`config.mk`:
```
export PLATFORM = sky130hd
export DESIGN_NAME = ecl_loader
export DESIGN_NICKNAME = d
export VERILOG_FILES = /design/src/design/ecl_pkg.sv /design/src/design/ecl_ahb_regs.sv /design/src/design/ecl_loader.sv
export SDC_FILE = /design/constraint.sdc
export NUM_CORES = 1
export LEC_CHECK = 0
export ABC_AREA = 0
export ABC_CLOCK_PERIOD_IN_PS = 2400
export BUFFER_PORTS_ARGS = -buffer_cell sky130_fd_sc_hd__buf_2
export CAP_MARGIN = 20
export CORE_UTILIZATION = 30
export DETAILED_ROUTE_END_ITERATION = 10
export PLACE_DENSITY_LB_ADDON = 0.05
export SLEW_MARGIN = 15
export SYNTH_ARGS = -nofsm -noshare
export SYNTH_HDL_FRONTEND = slang
export SYNTH_HIERARCHICAL = 1
export SYNTH_SLANG_ARGS = --single-unit
```
`constraint.sdc`:
```
create_clock -name ref_clk -period 2.4 [get_ports ref_clk]
set_input_delay 0.12 -clock ref_clk [delete_from_list [all_inputs] [get_ports ref_clk]]
set_output_delay 0.12 -clock ref_clk [all_outputs]
set_load 0.005 [all_outputs]
```
`src/design/ecl_pkg.sv`:
```
/*
  Constants, field layouts and types shared by the configuration loader
  and its register slave. Assumes byte addresses into the serial
  configuration memory and a 10-bit directly writable register space.
*/
package ecl_pkg;
  // memory image layout
  localparam logic [7:0]  ECL_VALID_MARK      = 8'hA5;
  localparam logic [15:0] ECL_ADDR_LAST_MAC   = 16'h0006;
  localparam logic [15:0] ECL_ADDR_STRAP_LAST = 16'h000B;
  // register slave offsets and bits
  localparam logic [7:0]  ECL_OFS_CMD     = 8'h00;
  localparam logic [7:0]  ECL_OFS_RESET   = 8'h04;
  localparam logic [7:0]  ECL_OFS_STRAPS  = 8'h08;
  localparam logic [7:0]  ECL_OFS_HWCFG   = 8'h0C;
  localparam int          ECL_CMD_BUSY    = 31;
  localparam int          ECL_CMD_RELOAD  = 30;
  localparam int          ECL_CMD_OVF     = 9;
  localparam int          ECL_RST_DIGITAL = 0;
  localparam int          ECL_HWCFG_READY = 0;
  // strap word: port 1, port 2, host port, indicator enables
  localparam int          ECL_STRAP_P1   = 0;
  localparam int          ECL_STRAP_P2   = 8;
  localparam int          ECL_STRAP_HOST = 16;
  localparam int          ECL_STRAP_LED  = 24;
  localparam int          ECL_SB_AUTONEG = 0;
  localparam int          ECL_SB_DUPLEX  = 1;
  localparam int          ECL_SB_SPEED   = 2;
  localparam int          ECL_SB_MANFC   = 5;
  localparam int          ECL_SB_FDFC    = 6;
  localparam int          ECL_SB_BPEN    = 7;
  localparam int          ECL_SH_DUPPOL  = 1;
  localparam int          ECL_SH_SPEED   = 2;
  localparam int          ECL_SH_MANFC   = 3;
  localparam int          ECL_SH_FDFC    = 4;
  localparam int          ECL_SH_BPEN    = 5;
  localparam int          ECL_SH_LEDFUN  = 6;
  // synchronised register addresses (byte addresses)
  localparam logic [9:0]  ECL_REG_P1_ADV      = 10'h100;
  localparam logic [9:0]  ECL_REG_P1_SPECIAL  = 10'h104;
  localparam logic [9:0]  ECL_REG_P1_BASIC    = 10'h108;
  localparam logic [9:0]  ECL_REG_P2_ADV      = 10'h110;
  localparam logic [9:0]  ECL_REG_P2_SPECIAL  = 10'h114;
  localparam logic [9:0]  ECL_REG_P2_BASIC    = 10'h118;
  localparam logic [9:0]  ECL_REG_VLINK_ADV   = 10'h1C0;
  localparam logic [9:0]  ECL_REG_VLINK_SPEC  = 10'h1C4;
  localparam logic [9:0]  ECL_REG_VLINK_BASIC = 10'h1C8;
  localparam logic [9:0]  ECL_REG_INDICATOR   = 10'h1D0;
  localparam logic [9:0]  ECL_REG_P1_PAUSE    = 10'h1A0;
  localparam logic [9:0]  ECL_REG_P2_PAUSE    = 10'h1A4;
  localparam logic [9:0]  ECL_REG_HOST_PAUSE  = 10'h1A8;
  localparam logic [3:0]  ECL_SYNC_LAST       = 4'hC;
  // field positions inside the synchronised registers
  localparam int          ECL_BASIC_SPEED   = 13;
  localparam int          ECL_BASIC_AN_EN   = 12;
  localparam int          ECL_BASIC_RESTART = 9;
  localparam int          ECL_BASIC_DUPLEX  = 8;
  localparam int          ECL_ADV_PAUSE     = 10;
  localparam logic [31:0] ECL_ADV_BASE      = 32'h0000_0001;
  localparam int          ECL_SPEC_MODE     = 5;
  localparam int          ECL_IND_FUN       = 8;
  // largest address of each memory size range, by size strap
  localparam logic [7:0][15:0] ECL_SIZE_LIMIT = {
    16'hFFFF, 16'h7FFF, 16'h3FFF, 16'h1FFF,
    16'h07FF, 16'h01FF, 16'h00FF, 16'h007F};

  typedef struct packed {
    logic [9:0]  addr;
    logic [31:0] data;
  } ecl_wr_t;

  typedef enum logic [2:0] {
    ST_POWERUP   = 3'b000,
    ST_WAIT      = 3'b001,
    ST_START     = 3'b010,
    ST_FETCH     = 3'b011,
    ST_SYNC_LOAD = 3'b100,
    ST_SYNC      = 3'b101,
    ST_WRITE     = 3'b110,
    ST_DONE      = 3'b111
  } ecl_state_t;

  typedef enum logic [3:0] {
    PH_VALID     = 4'b0000,
    PH_MAC       = 4'b0001,
    PH_STRAPFLAG = 4'b0010,
    PH_STRAP     = 4'b0011,
    PH_BURSTFLAG = 4'b0100,
    PH_NBURST    = 4'b0101,
    PH_HDRHI     = 4'b0110,
    PH_HDRLO     = 4'b0111,
    PH_DATA      = 4'b1000
  } ecl_phase_t;
endpackage : ecl_pkg

```
`src/design/ecl_ahb_regs.sv`:
```
/*
  AHB-Lite slave holding the loader command, reset, strap readback and
  ready registers. Assumes a single slave whose hreadyout is hready.
*/
`timescale 1ns/10ps
`default_nettype none
module ecl_ahb_regs
  import ecl_pkg::*;
(
  input  wire logic        ref_clk,
  input  wire logic        arst_n,
  input  wire logic        hsel,
  input  wire logic [31:0] haddr,
  input  wire logic [1:0]  htrans,
  input  wire logic        hwrite,
  input  wire logic [2:0]  hsize,
  input  wire logic [31:0] hwdata,
  input  wire logic        hready,
  output logic             hreadyout,
  output logic             hresp,
  output logic [31:0]      hrdata,
  input  wire logic        loaderBusy,
  input  wire logic        overflowSet,
  input  wire logic [31:0] activeStraps,
  output logic             reloadPulse,
  output logic             digitalResetPulse,
  output logic             overflowFlag,
  output logic             readyFlag
);
  logic       wrPend;
  logic [7:0] wrOfs;

  wire addrPhase = hsel && hready && htrans[1] && (hsize == 3'b010);
  wire mapped    = (haddr[31:8] == 24'h000000);
  wire wrCmd     = wrPend && (wrOfs == ECL_OFS_CMD);
  wire wrRst     = wrPend && (wrOfs == ECL_OFS_RESET);
  wire ovfClear  = wrCmd && hwdata[ECL_CMD_OVF];

  logic [31:0] readMux;
  always_comb begin
    readMux = 32'h0000_0000;
    if (mapped) begin
      unique case (haddr[7:0])
        ECL_OFS_CMD: begin
          readMux[ECL_CMD_BUSY] = loaderBusy;
          readMux[ECL_CMD_OVF]  = overflowFlag;
        end
        ECL_OFS_STRAPS: readMux = activeStraps;
        ECL_OFS_HWCFG:  readMux[ECL_HWCFG_READY] = readyFlag;
        default:        readMux = 32'h0000_0000;
      endcase
    end
  end

  assign hreadyout         = 1'b1;
  assign hresp             = 1'b0;
  assign reloadPulse       = wrCmd && hwdata[ECL_CMD_RELOAD] && !loaderBusy;
  assign digitalResetPulse = wrRst && hwdata[ECL_RST_DIGITAL];
  assign readyFlag         = !loaderBusy;

  always_ff @(posedge ref_clk or negedge arst_n) begin
    if (!arst_n) begin
      wrPend <= 1'b0;
      wrOfs  <= 8'h00;
      hrdata <= 32'h0000_0000;
    end else if (hready) begin
      wrPend <= addrPhase && hwrite && mapped;
      wrOfs  <= haddr[7:0];
      if (addrPhase && !hwrite) begin
        hrdata <= readMux;
      end
    end
  end

  // a new overflow wins over a clear in the same cycle
  always_ff @(posedge ref_clk or negedge arst_n) begin
    if (!arst_n) begin
      overflowFlag <= 1'b0;
    end else begin
      overflowFlag <= overflowSet || (overflowFlag && !ovfClear);
    end
  end
endmodule : ecl_ahb_regs
`default_nettype wire

```
`src/design/ecl_loader.sv`:
```
/*
  Configuration loader: reads the serial configuration memory after
  reset or reload, overrides straps, synchronises strap-derived
  registers and replays register-write bursts. Assumes a byte reader
  that returns memRdByte with memRdValid while memRdReq is held, and a
  register write port acknowledged by wrAck, all on ref_clk.
*/
// Chosen here: the AHB-Lite slave port and the address map.
`timescale 1ns/10ps
`default_nettype none
module ecl_loader
  import ecl_pkg::*;
(
  input  wire logic        ref_clk,
  input  wire logic        arst_n,
  input  wire logic        pllLocked,
  input  wire logic [31:0] strapPins,
  input  wire logic [2:0]  memSizePins,
  output logic             memRdReq,
  output logic [15:0]      memRdAddr,
  input  wire logic [7:0]  memRdByte,
  input  wire logic        memRdValid,
  output logic             wrReq,
  output ecl_wr_t          wrCmd,
  input  wire logic        wrAck,
  input  wire logic        fabricCsrBusy,
  input  wire logic        phyMgmtBusy,
  output logic [31:0]      activeStraps,
  output logic             loaderBusy,
  output logic             readyFlag,
  input  wire logic        hsel,
  input  wire logic [31:0] haddr,
  input  wire logic [1:0]  htrans,
  input  wire logic        hwrite,
  input  wire logic [2:0]  hsize,
  input  wire logic [31:0] hwdata,
  input  wire logic        hready,
  output logic             hreadyout,
  output logic             hresp,
  output logic [31:0]      hrdata
);
  ecl_state_t      state;
  ecl_phase_t      phase;
  logic [31:0]     strapMeta;
  logic [31:0]     strapSync;
  logic [2:0]      sizeMeta;
  logic [2:0]      sizeSync;
  logic [1:0]      pllMeta;
  logic [2:0]      sizeSel;
  logic [3:0][7:0] strapShadow;
  logic            strapOk;
  logic            syncContinue;
  logic [3:0]      syncIdx;
  logic [7:0]      burstsLeft;
  logic [7:0]      wordsLeft;
  logic [7:0]      wordAddr;
  logic [1:0]      byteIdx;
  logic [23:0]     dataShift;
  logic            overflowSet;
  logic            reloadPulse;
  logic            digitalResetPulse;

  // two-stage synchronisers for pin inputs
  always_ff @(posedge ref_clk or negedge arst_n) begin
    if (!arst_n) begin
      strapMeta <= 32'h0000_0000;
      strapSync <= 32'h0000_0000;
      sizeMeta  <= 3'h0;
      sizeSync  <= 3'h0;
      pllMeta   <= 2'h0;
    end else begin
      strapMeta <= strapPins;
      strapSync <= strapMeta;
      sizeMeta  <= memSizePins;
      sizeSync  <= sizeMeta;
      pllMeta   <= {pllMeta[0], pllLocked};
    end
  end

  ecl_ahb_regs u_regs (
    .ref_clk           (ref_clk),
    .arst_n            (arst_n),
    .hsel              (hsel),
    .haddr             (haddr),
    .htrans            (htrans),
    .hwrite            (hwrite),
    .hsize             (hsize),
    .hwdata            (hwdata),
    .hready            (hready),
    .hreadyout         (hreadyout),
    .hresp             (hresp),
    .hrdata            (hrdata),
    .loaderBusy        (loaderBusy),
    .overflowSet       (overflowSet),
    .activeStraps      (activeStraps),
    .reloadPulse       (reloadPulse),
    .digitalResetPulse (digitalResetPulse),
    .overflowFlag      (),
    .readyFlag         (readyFlag)
  );

  wire        pllStable  = pllMeta[1];
  wire        startReq   = reloadPulse || digitalResetPulse;
  wire [15:0] sizeLimit  = ECL_SIZE_LIMIT[sizeSel];
  wire        overHit    = (state == ST_FETCH) && (memRdAddr > sizeLimit);
  wire        portsIdle  = !fabricCsrBusy && !phyMgmtBusy;
  wire        writing    = (state == ST_WRITE) || (state == ST_SYNC);
  wire        byteIn     = (state == ST_FETCH) && memRdValid && !overHit;
  wire        isMark     = (memRdByte == ECL_VALID_MARK);
  wire        lastBurst  = (burstsLeft == 8'h01);
  wire        lastWord   = (wordsLeft == 8'h01);
  wire        writeDone  = (state == ST_WRITE) && wrReq && wrAck;
  wire        syncDone   = (state == ST_SYNC) && wrReq && wrAck;

  assign memRdReq    = (state == ST_FETCH) && !overHit;
  assign wrReq       = writing && portsIdle;
  assign overflowSet = overHit;

  // strap-derived default for synchronisation step idx
  function automatic ecl_wr_t syncEntry(input logic [3:0] idx, input logic [31:0] s);
    ecl_wr_t    e;
    logic [7:0] p;
    logic [7:0] h;
    logic       an;
    logic       sp;
    logic       dp;
    logic       fc;
    logic [31:0] adv;
    logic [31:0] spec;
    logic [31:0] basic;
    e = '0;
    h = s[ECL_STRAP_HOST +: 8];
    p = (idx < 4'h3) ? s[ECL_STRAP_P1 +: 8] : s[ECL_STRAP_P2 +: 8];
    if (idx < 4'h6) begin
      an = p[ECL_SB_AUTONEG];
      sp = p[ECL_SB_SPEED];
      dp = p[ECL_SB_DUPLEX];
      fc = p[ECL_SB_FDFC];
    end else begin
      an = 1'b1;
      sp = h[ECL_SH_SPEED];
      dp = !h[ECL_SH_DUPPOL];
      fc = h[ECL_SH_FDFC];
    end
    adv  = ECL_ADV_BASE;
    adv[ECL_ADV_PAUSE] = fc;
    adv[8:5] = {sp && dp, sp, dp, 1'b1};
    spec = 32'h0000_0000;
    spec[ECL_SPEC_MODE +: 3] = {sp, dp, an};
    basic = 32'h0000_0000;
    basic[ECL_BASIC_SPEED]   = sp;
    basic[ECL_BASIC_AN_EN]   = an;
    basic[ECL_BASIC_DUPLEX]  = dp;
    basic[ECL_BASIC_RESTART] = 1'b1;
    unique case (idx)
      4'h0: e = '{ECL_REG_P1_ADV, adv};
      4'h1: e = '{ECL_REG_P1_SPECIAL, spec};
      4'h2: e = '{ECL_REG_P1_BASIC, basic};
      4'h3: e = '{ECL_REG_P2_ADV, adv};
      4'h4: e = '{ECL_REG_P2_SPECIAL, spec};
      4'h5: e = '{ECL_REG_P2_BASIC, basic};
      4'h6: e = '{ECL_REG_VLINK_ADV, adv};
      4'h7: e = '{ECL_REG_VLINK_SPEC, spec};
      4'h8: e = '{ECL_REG_VLINK_BASIC, basic};
      4'h9: e = '{ECL_REG_INDICATOR,
                  {22'h0, h[ECL_SH_LEDFUN +: 2], s[ECL_STRAP_LED +: 8]}};
      4'hA: e = '{ECL_REG_P1_PAUSE, {29'h0, s[ECL_STRAP_P1 + ECL_SB_BPEN],
                  s[ECL_STRAP_P1 + ECL_SB_FDFC], s[ECL_STRAP_P1 + ECL_SB_MANFC]}};
      4'hB: e = '{ECL_REG_P2_PAUSE, {29'h0, s[ECL_STRAP_P2 + ECL_SB_BPEN],
                  s[ECL_STRAP_P2 + ECL_SB_FDFC], s[ECL_STRAP_P2 + ECL_SB_MANFC]}};
      4'hC: e = '{ECL_REG_HOST_PAUSE, {29'h0, h[ECL_SH_BPEN], h[ECL_SH_FDFC],
                  h[ECL_SH_MANFC]}};
      default: e = '0;
    endcase
    return e;
  endfunction : syncEntry

  always_ff @(posedge ref_clk or negedge arst_n) begin
    if (!arst_n) begin
      state        <= ST_POWERUP;
      phase        <= PH_VALID;
      loaderBusy   <= 1'b1;
      activeStraps <= 32'h0000_0000;
      sizeSel      <= 3'h0;
      memRdAddr    <= 16'h0000;
      strapShadow  <= '0;
      strapOk      <= 1'b0;
      syncContinue <= 1'b0;
      syncIdx      <= 4'h0;
      burstsLeft   <= 8'h00;
      wordsLeft    <= 8'h00;
      wordAddr     <= 8'h00;
      byteIdx      <= 2'h0;
      dataShift    <= 24'h000000;
      wrCmd        <= '0;
    end else begin
      unique case (state)
        ST_POWERUP: begin
          activeStraps <= strapSync;
          sizeSel      <= sizeSync;
          if (pllStable) begin
            state <= ST_START;
          end
        end
        ST_WAIT: begin
          if (startReq) begin
            loaderBusy <= 1'b1;
            state      <= ST_START;
          end
        end
        ST_START: begin
          memRdAddr <= 16'h0000;
          phase     <= PH_VALID;
          syncIdx   <= 4'h0;
          state     <= ST_FETCH;
        end
        ST_FETCH: begin
          if (overHit) begin
            state <= ST_DONE;
          end else if (memRdValid) begin
            memRdAddr <= memRdAddr + 16'h0001;
            unique case (phase)
              PH_VALID: begin
                if (isMark) begin
                  phase <= PH_MAC;
                end else begin
                  syncContinue <= 1'b0;
                  state        <= ST_SYNC_LOAD;
                end
              end
              PH_MAC: begin
                if (memRdAddr == ECL_ADDR_LAST_MAC) begin
                  phase <= PH_STRAPFLAG;
                end
              end
              PH_STRAPFLAG: begin
                strapOk <= isMark;
                phase   <= PH_STRAP;
              end
              PH_STRAP: begin
                strapShadow[memRdAddr[1:0]] <= memRdByte;
                if (memRdAddr == ECL_ADDR_STRAP_LAST) begin
                  if (strapOk) begin
                    activeStraps <= {memRdByte, strapShadow[2],
                                     strapShadow[1], strapShadow[0]};
                  end
                  syncContinue <= 1'b1;
                  phase        <= PH_BURSTFLAG;
                  state        <= ST_SYNC_LOAD;
                end
              end
              PH_BURSTFLAG: begin
                if (isMark) begin
                  phase <= PH_NBURST;
                end else begin
                  state <= ST_DONE;
                end
              end
              PH_NBURST: begin
                burstsLeft <= memRdByte;
                if (memRdByte == 8'h00) begin
                  state <= ST_DONE;
                end else begin
                  phase <= PH_HDRHI;
                end
              end
              PH_HDRHI: begin
                wordAddr <= memRdByte;
                phase    <= PH_HDRLO;
              end
              PH_HDRLO: begin
                wordsLeft <= memRdByte;
                byteIdx   <= 2'h0;
                if (memRdByte != 8'h00) begin
                  phase <= PH_DATA;
                end else if (lastBurst) begin
                  state <= ST_DONE;
                end else begin
                  burstsLeft <= burstsLeft - 8'h01;
                  phase      <= PH_HDRHI;
                end
              end
              PH_DATA: begin
                byteIdx   <= byteIdx + 2'h1;
                dataShift <= {dataShift[15:0], memRdByte};
                if (byteIdx == 2'h3) begin
                  wrCmd <= '{{wordAddr, 2'b00}, {dataShift, memRdByte}};
                  state <= ST_WRITE;
                end
              end
              default: state <= ST_DONE;
            endcase
          end
        end
        ST_SYNC_LOAD: begin
          wrCmd <= syncEntry(syncIdx, activeStraps);
          state <= ST_SYNC;
        end
        ST_SYNC: begin
          if (syncDone) begin
            syncIdx <= syncIdx + 4'h1;
            if (syncIdx != ECL_SYNC_LAST) begin
              state <= ST_SYNC_LOAD;
            end else if (syncContinue) begin
              state <= ST_FETCH;
            end else begin
              state <= ST_DONE;
            end
          end
        end
        ST_WRITE: begin
          if (writeDone) begin
            wordAddr <= wordAddr + 8'h01;
            if (!lastWord) begin
              wordsLeft <= wordsLeft - 8'h01;
              state     <= ST_FETCH;
            end else if (lastBurst) begin
              state <= ST_DONE;
            end else begin
              burstsLeft <= burstsLeft - 8'h01;
              phase      <= PH_HDRHI;
              state      <= ST_FETCH;
            end
          end
        end
        ST_DONE: begin
          loaderBusy <= 1'b0;
          state      <= ST_WAIT;
        end
      endcase
    end
  end
endmodule : ecl_loader
`default_nettype wire

```
Yosys cells after proc, flatten, opt, wreduce, memory -nomap -nowiden:

Memories as Yosys holds them, arrays and structs flattened.
Index checks and enable logic that the tools add are counted.
W data, S select, Z words.

* flip-flop bits (word level): 303
* ROM bits: 128
* output and inout bits: 128
* memories kept: 1

* add/sub/neg operators: 6
* order comparisons: 6
* equal/unequal tests: 72
* muxes and demuxes: 91
* bitwise operators: 1
* reductions and logical operators: 67

Memory list
* (no name shown): depth 8, width 16, rd ports 1, clocked after memory_dff 0, write ports 0, line ecl_loader.sv:104 `wire [15:0] sizeLimit = ECL_SIZE_LIMIT[sizeSel];`

Operators by type and width (number)
* $pmux W41 S13: 1
* $mux W32: 6
* $mux W42: 4
* $mux W8: 17
* $pmux W42 S2: 1
* $pmux W32 S2: 1
* $pmux W8 S2: 4
* $mux W3: 17
* $mux W16: 3
* $mux W4: 12
* $bwmux W32: 1
* $eq A4 B3 Y1 const B: 8
* $ne A4 B4 Y1 const B: 8
* $pmux W16 S2: 1
* $pmux W4 S8: 1
* $eq A4 B4 Y1 const B: 6
* $logic_not A24 Y1: 1
* $logic_not A8 Y1: 3
* $ne A3 B3 Y1 const B: 8
* $pmux W3 S8: 1
* $logic_and A1 B1 Y1: 23
* $ne A2 B2 Y1 const B: 11
* $mux W21: 1
* $pmux W3 S7: 1
* 50 further kinds: 103

Longest topological paths before layout:

* depth in word-level cells: 7
* depth in mapped cells: 12
* gate-level depth less buffers: 11

Cells and area by module:

The synthesis kept the hierarchy.

Modules (own cells, without submodules)
* ecl_loader: instances 1, cells each 1096, area each 11400.9 µm², sequential area each 6282.3 µm²
* ecl_ahb_regs: instances 1, cells each 194, area each 1900.6 µm², sequential area each 1051.0 µm²

Worst setup path before layout:

No wires, ideal clock.

* kind: register to register
* start point: register sizeSel[2]
* end point: register strapShadow[11] in the netlist's numbering
* setup time: 125 ps
* arrival time: 2530 ps
* required time: 2275 ps
* slack: -255 ps
* stages on the path, launching flop included: 12
* path buffers: 2
* cell sequence: dfrtp_1 nand3_1 ha_1 and4_1 nand2_1 or3_4 a31o_1 buf_6 and2_4 buf_6 nand3_4 mux2_4

* word-level cells in the longest chain between the ends: 6

RTL lines
* start, declared: line ecl_loader.sv:49 `logic [2:0] sizeSel;`
* start signal, assigned: line ecl_loader.sv:200 `sizeSel <= sizeSync;`
* $mem_v2 Z8 W16
* $mux W16 (implied by the code): line ecl_loader.sv:104
* $gt A16 B16 Y1: line ecl_loader.sv:105 `wire overHit = (state == ST_FETCH) && (memRdAddr > sizeLimit);`
* $logic_and A1 B1 Y1: line ecl_loader.sv:105
* $not A1 Y1 (no line)
* $reduce_and A4 Y1 (no line)
* end signal, assigned by index: line ecl_loader.sv:241 `strapShadow[memRdAddr[1:0]] <= memRdByte;`
* end, declared: line ecl_loader.sv:50 `logic [3:0][7:0] strapShadow;`

No other way between the ends. The select of a mux whose other input is x is not followed.
A chain may end at the register's enable or synchronous reset.

Worst setup path in the final report:

* start point: register sizeSel[0]
* end point: register wrCmd[13] in the netlist's numbering

* word-level cells in the longest chain between the ends: 6

RTL lines
* $mem_v2 Z8 W16
* $mux W16 (implied by the code): line ecl_loader.sv:104
* $gt A16 B16 Y1: line ecl_loader.sv:105
* $logic_and A1 B1 Y1: line ecl_loader.sv:105
* $ne A2 B2 Y1 (no line)
* $reduce_and A5 Y1 (no line)
* end signal, assigned: line ecl_loader.sv:287 `wrCmd <= '{{wordAddr, 2'b00}, {dataShift, memRdByte}};`
* end signal, assigned: line ecl_loader.sv:296 `wrCmd <= syncEntry(syncIdx, activeStraps);`
* end, declared: line ecl_loader.sv:24 `output ecl_wr_t wrCmd,`

No other way between the ends. The select of a mux whose other input is x is not followed.

==> flow_metrics.py <==
metrics = {
    "timing": {
        "final_hold_viol_count": 0,
        "finalSetupViolCount": 164,
        "max_freq_mhz": 374,
        "layout_setup_ws_ns": -0.270,
        "rsz0062_at_grt": "yes",
        "skew_ns": 0.0269,
        "period_minus_slack_ns": 2.67,
        "slew_headroom": 0.558,
        "worst_pin_slew_ns": 0.663,
        "slew_viol_final": 0,
        "fin_crit_sh": 1.11,
    },
    "die": {
        "die-area_mm2": 0.0452,
        "io_pins": 250,
        "chipHeight_um": 213,
        "rows": 76,
        "coreArea_mm2": 0.0434,
        "die_width_um": 213,
        "start_util": 0.307,
    },
    "placed_design": {
        "dpl.hpwl_um": 31600,
        "place_ws_ns": -0.384,
        "gp_congestion": 0.823,
        "port_buffers": 215,
    },
    "power_and_ir_drop": {
        "p_per_area_mw_per_mm2": 1030,
        "leakagePower_nw": 8.79,
        "irDropWorstVdd_mv": 0.426,
        "power_w": 0.0196,
    },
    "synthesis": {
        "syn-instance-count": 1290,
        "synth_edf_count": 0,
        "synth_seq_cells": 293,
        "yosysUniqueCellTypes": 82,
        "synthArstFlopShare": 1.00,
        "synth-seq-area-share": 0.551,
        "synth_warnings": 6,
        "synth.avg_cell_area_um2": 10.3,
        "syn_area_mm2": 0.0133,
        "ys.flop_type": "dfrtp_1",
    },
    "clock_tree": {
        "cts_tree": "yes",
        "cts_buffers": 36,
        "cts_max_path_buffers": 3,
        "h-tree-depth": 2,
        "clkSinkCount": 293,
        "clock_latency_ns": 0.55,
        "cts.root.buffer_cell": "clkbuf_16",
        "clkTransAtPathRegs_ns": 0.06,
    },
    "cells_and_area": {
        "drive_above_1_share": 0.378,
        "area_delta_synth_final_pct": 42.7,
        "mostFrequentLayoutCell": "dfrtp_1",
        "most-common-layout-cells": "dfrtp_1, nand2_1, buf_2",
        "fin_nets": 1840,
        "nFillCells": 4230,
    },
    "setup_path": {
        "cp.arrival_ns": 3.07,
        "cp_max_fo": 5,
        "worst_setup_path_end_kind": "flip-flop",
        "worst_ep_required_time_ns": 2.80,
        "crit_type": "reg -> reg",
        "critPathLaunchType": "flip-flop",
    },
    "global_routing": {
        "grt_pass1_wl_um": 68700,
        "antenna_found_initial": 0,
        "grt_start_max_net_pins": 75,
        "gr-total-overflow": 0,
        "first_global_vias": 11300,
        "grt_util_all_layers": 0.201,
    },
    "status": {
        "violations": "setup timing",
        "status": "complete, but fails checks",
    },
    "route": {
        "antenna_left": 0,
        "wl_um": 46300,
        "routed_via_density": 4.88,
        "route.detailed.drc": 0,
        "drtIter0Drc": 652,
        "dr.pass1.iters": 5,
        "num_vias": 11300,
        "wl_per_cell_um": 20.1,
    },
    "flow_run": {
        "max_cap_viol_count": 0,
    },
    "hold_path": {
        "worstHoldPathType": "in -> reg",
    },
}
## where the power goes
group | leakage [nW] | internal [W] | total, W | switching (W)
clock network | 0.580 | 0.00331 | 0.00550 | 0.00219
registers | 3.69 | 0.00583 | 0.00713 | 0.00130
logic | 4.52 | 0.00325 | 0.00701 | 0.00376
total | 8.79 | 0.0124 | 0.0196 | 0.00725
## through the flow
stage	cells	setup TNS [ns]	area [µm²]	hold WS [ns]	utilization
global route	2308	-49.78	19000	0.00986	0.438
detailed placement	2155	-45.86	16100	0.176	0.371
finish	2309	-29.06	19000	0.0268	0.438
CTS	2294	-38.51	18300	0.0000391	0.422
floorplan	1291	-18.63	13400	-0.176	-
global placement	2155	-33.09	16100	0.173	0.371
## path summary, 6_finish.rpt
check / start / endpoint / slack (ns) / cells after the start
setup reg to reg: sizeSel[0] / wrCmd[13] / -0.27 / 12
min in group asynchronous: arst_n / memRdAddr[6] / 0.18 / 2
max in group asynchronous: arst_n / strapShadow[19] / 1.46 / 3
setup / recovery: sizeSel[0] / wrCmd[13] / -0.27 / 12
hold reg to reg: strapMeta[19] / strapSync[19] / 0.34 / 0
hold / removal: hready / u_regs/wrOfs[2] / 0.03 / 2
## cells by family (layout without fill, tap and decap cells)
logic type / after synthesis / after routing / synth area share
fa+ha+maj: 21 / 21 / 0.0198
buf+inv: 107 / 538 / 0.0377
simple gates: 499 / 499 / 0.179
mux: 80 / 80 / 0.0726
other cells: 3 / 5 / 0.000847
xor+xnor: 14 / 14 / 0.00922
flops: 293 / 293 / 0.551
compound gates: 273 / 274 / 0.130
## metal layers
metal	vias to the layer above	routed length [µm]	GRT usage
met4	0	1010	0.0561
met1	5560	22500	0.291
met5	-	0	0
li1	5374	-	-
met3	70	2270	0.0394
met2	263	20500	0.304
## what timing repair did
item                       4_1_cts  5_1_grt
hold buffers                    56        0
cloned                           5        7
pin swaps                       22       25
setup endpoints to repair      173      174
hold endpoints to repair       118        0
buffers inserted                14        9
gates resized for setup         76      116
## Yosys cell counts, types with 7 or more instances
| cell type | instances | area, µm² |
|---|---|---|
| a211oi_1 | 8 | 60.1 |
| a31oi_1 | 50 | 313 |
| and2_1 | 10 | 62.6 |
| nand4_1 | 19 | 119 |
| nor2_1 | 90 | 338 |
| a21oi_1 | 68 | 340 |
| nor4_1 | 14 | 87.6 |
| o21ai_2 | 10 | 87.6 |
| clkbuf_1 | 57 | 214 |
| nand2_1 | 242 | 908 |
| and3_1 | 10 | 62.6 |
| mux2i_1 | 20 | 200 |
| dfrtp_1 | 292 | 7310 |
| nand2b_1 | 11 | 68.8 |
| nor2b_1 | 7 | 43.8 |
| mux2_4 | 24 | 360 |
| mux2_2 | 35 | 394 |
| buf_4 | 7 | 52.6 |
| and4_1 | 8 | 70.1 |
| buf_2 | 15 | 75.1 |
| ha_1 | 21 | 263 |
| xor2_1 | 12 | 105 |
| nand3_1 | 26 | 130 |
| inv_1 | 19 | 71.3 |
| o22ai_1 | 9 | 56.3 |
| o21ai_0 | 68 | 340 |
| nor3_1 | 19 | 95.1 |
## area by class of cell
type                            instances  area [µm²]  area share
Sequential cell                       293        7340       0.386
Multi-Input combinational cell        892        6190       0.326
Timing Repair Buffer                  455        3460       0.182
Clock buffer                           50        1020      0.0539
Tap cell                              585         732      0.0386
Clock inverter                         14         168     0.00883
Inverter                               19        71.3     0.00376
Antenna cell                            1        2.50    0.000132
## sequential cells by signal, summed over array words and instances (netlist names), 4 cells and up
signal         flops
strapMeta         32
activeStraps      32
memRdAddr         16
u_regs/hrdata     32
burstsLeft         8
phase              4
strapSync         32
wordAddr           8
u_regs/wrOfs       8
dataShift         24
syncIdx            4
wrCmd             40
strapShadow       24
wordsLeft          8
## worst max-delay path, cell delays in order, from the launching register on
cell and delay (ns):
dfrtp_1 0.39, o21ai_2 0.08, ha_1 0.30, and4_4 0.25
nand2_1 0.07, or3_4 0.34, a31o_4 0.26, buf_4 0.13
nand4_1 0.07, buf_6 0.15, buf_12 0.15, mux2i_1 0.22
o22ai_1 0.10
(Power assumes the default switching activity.)
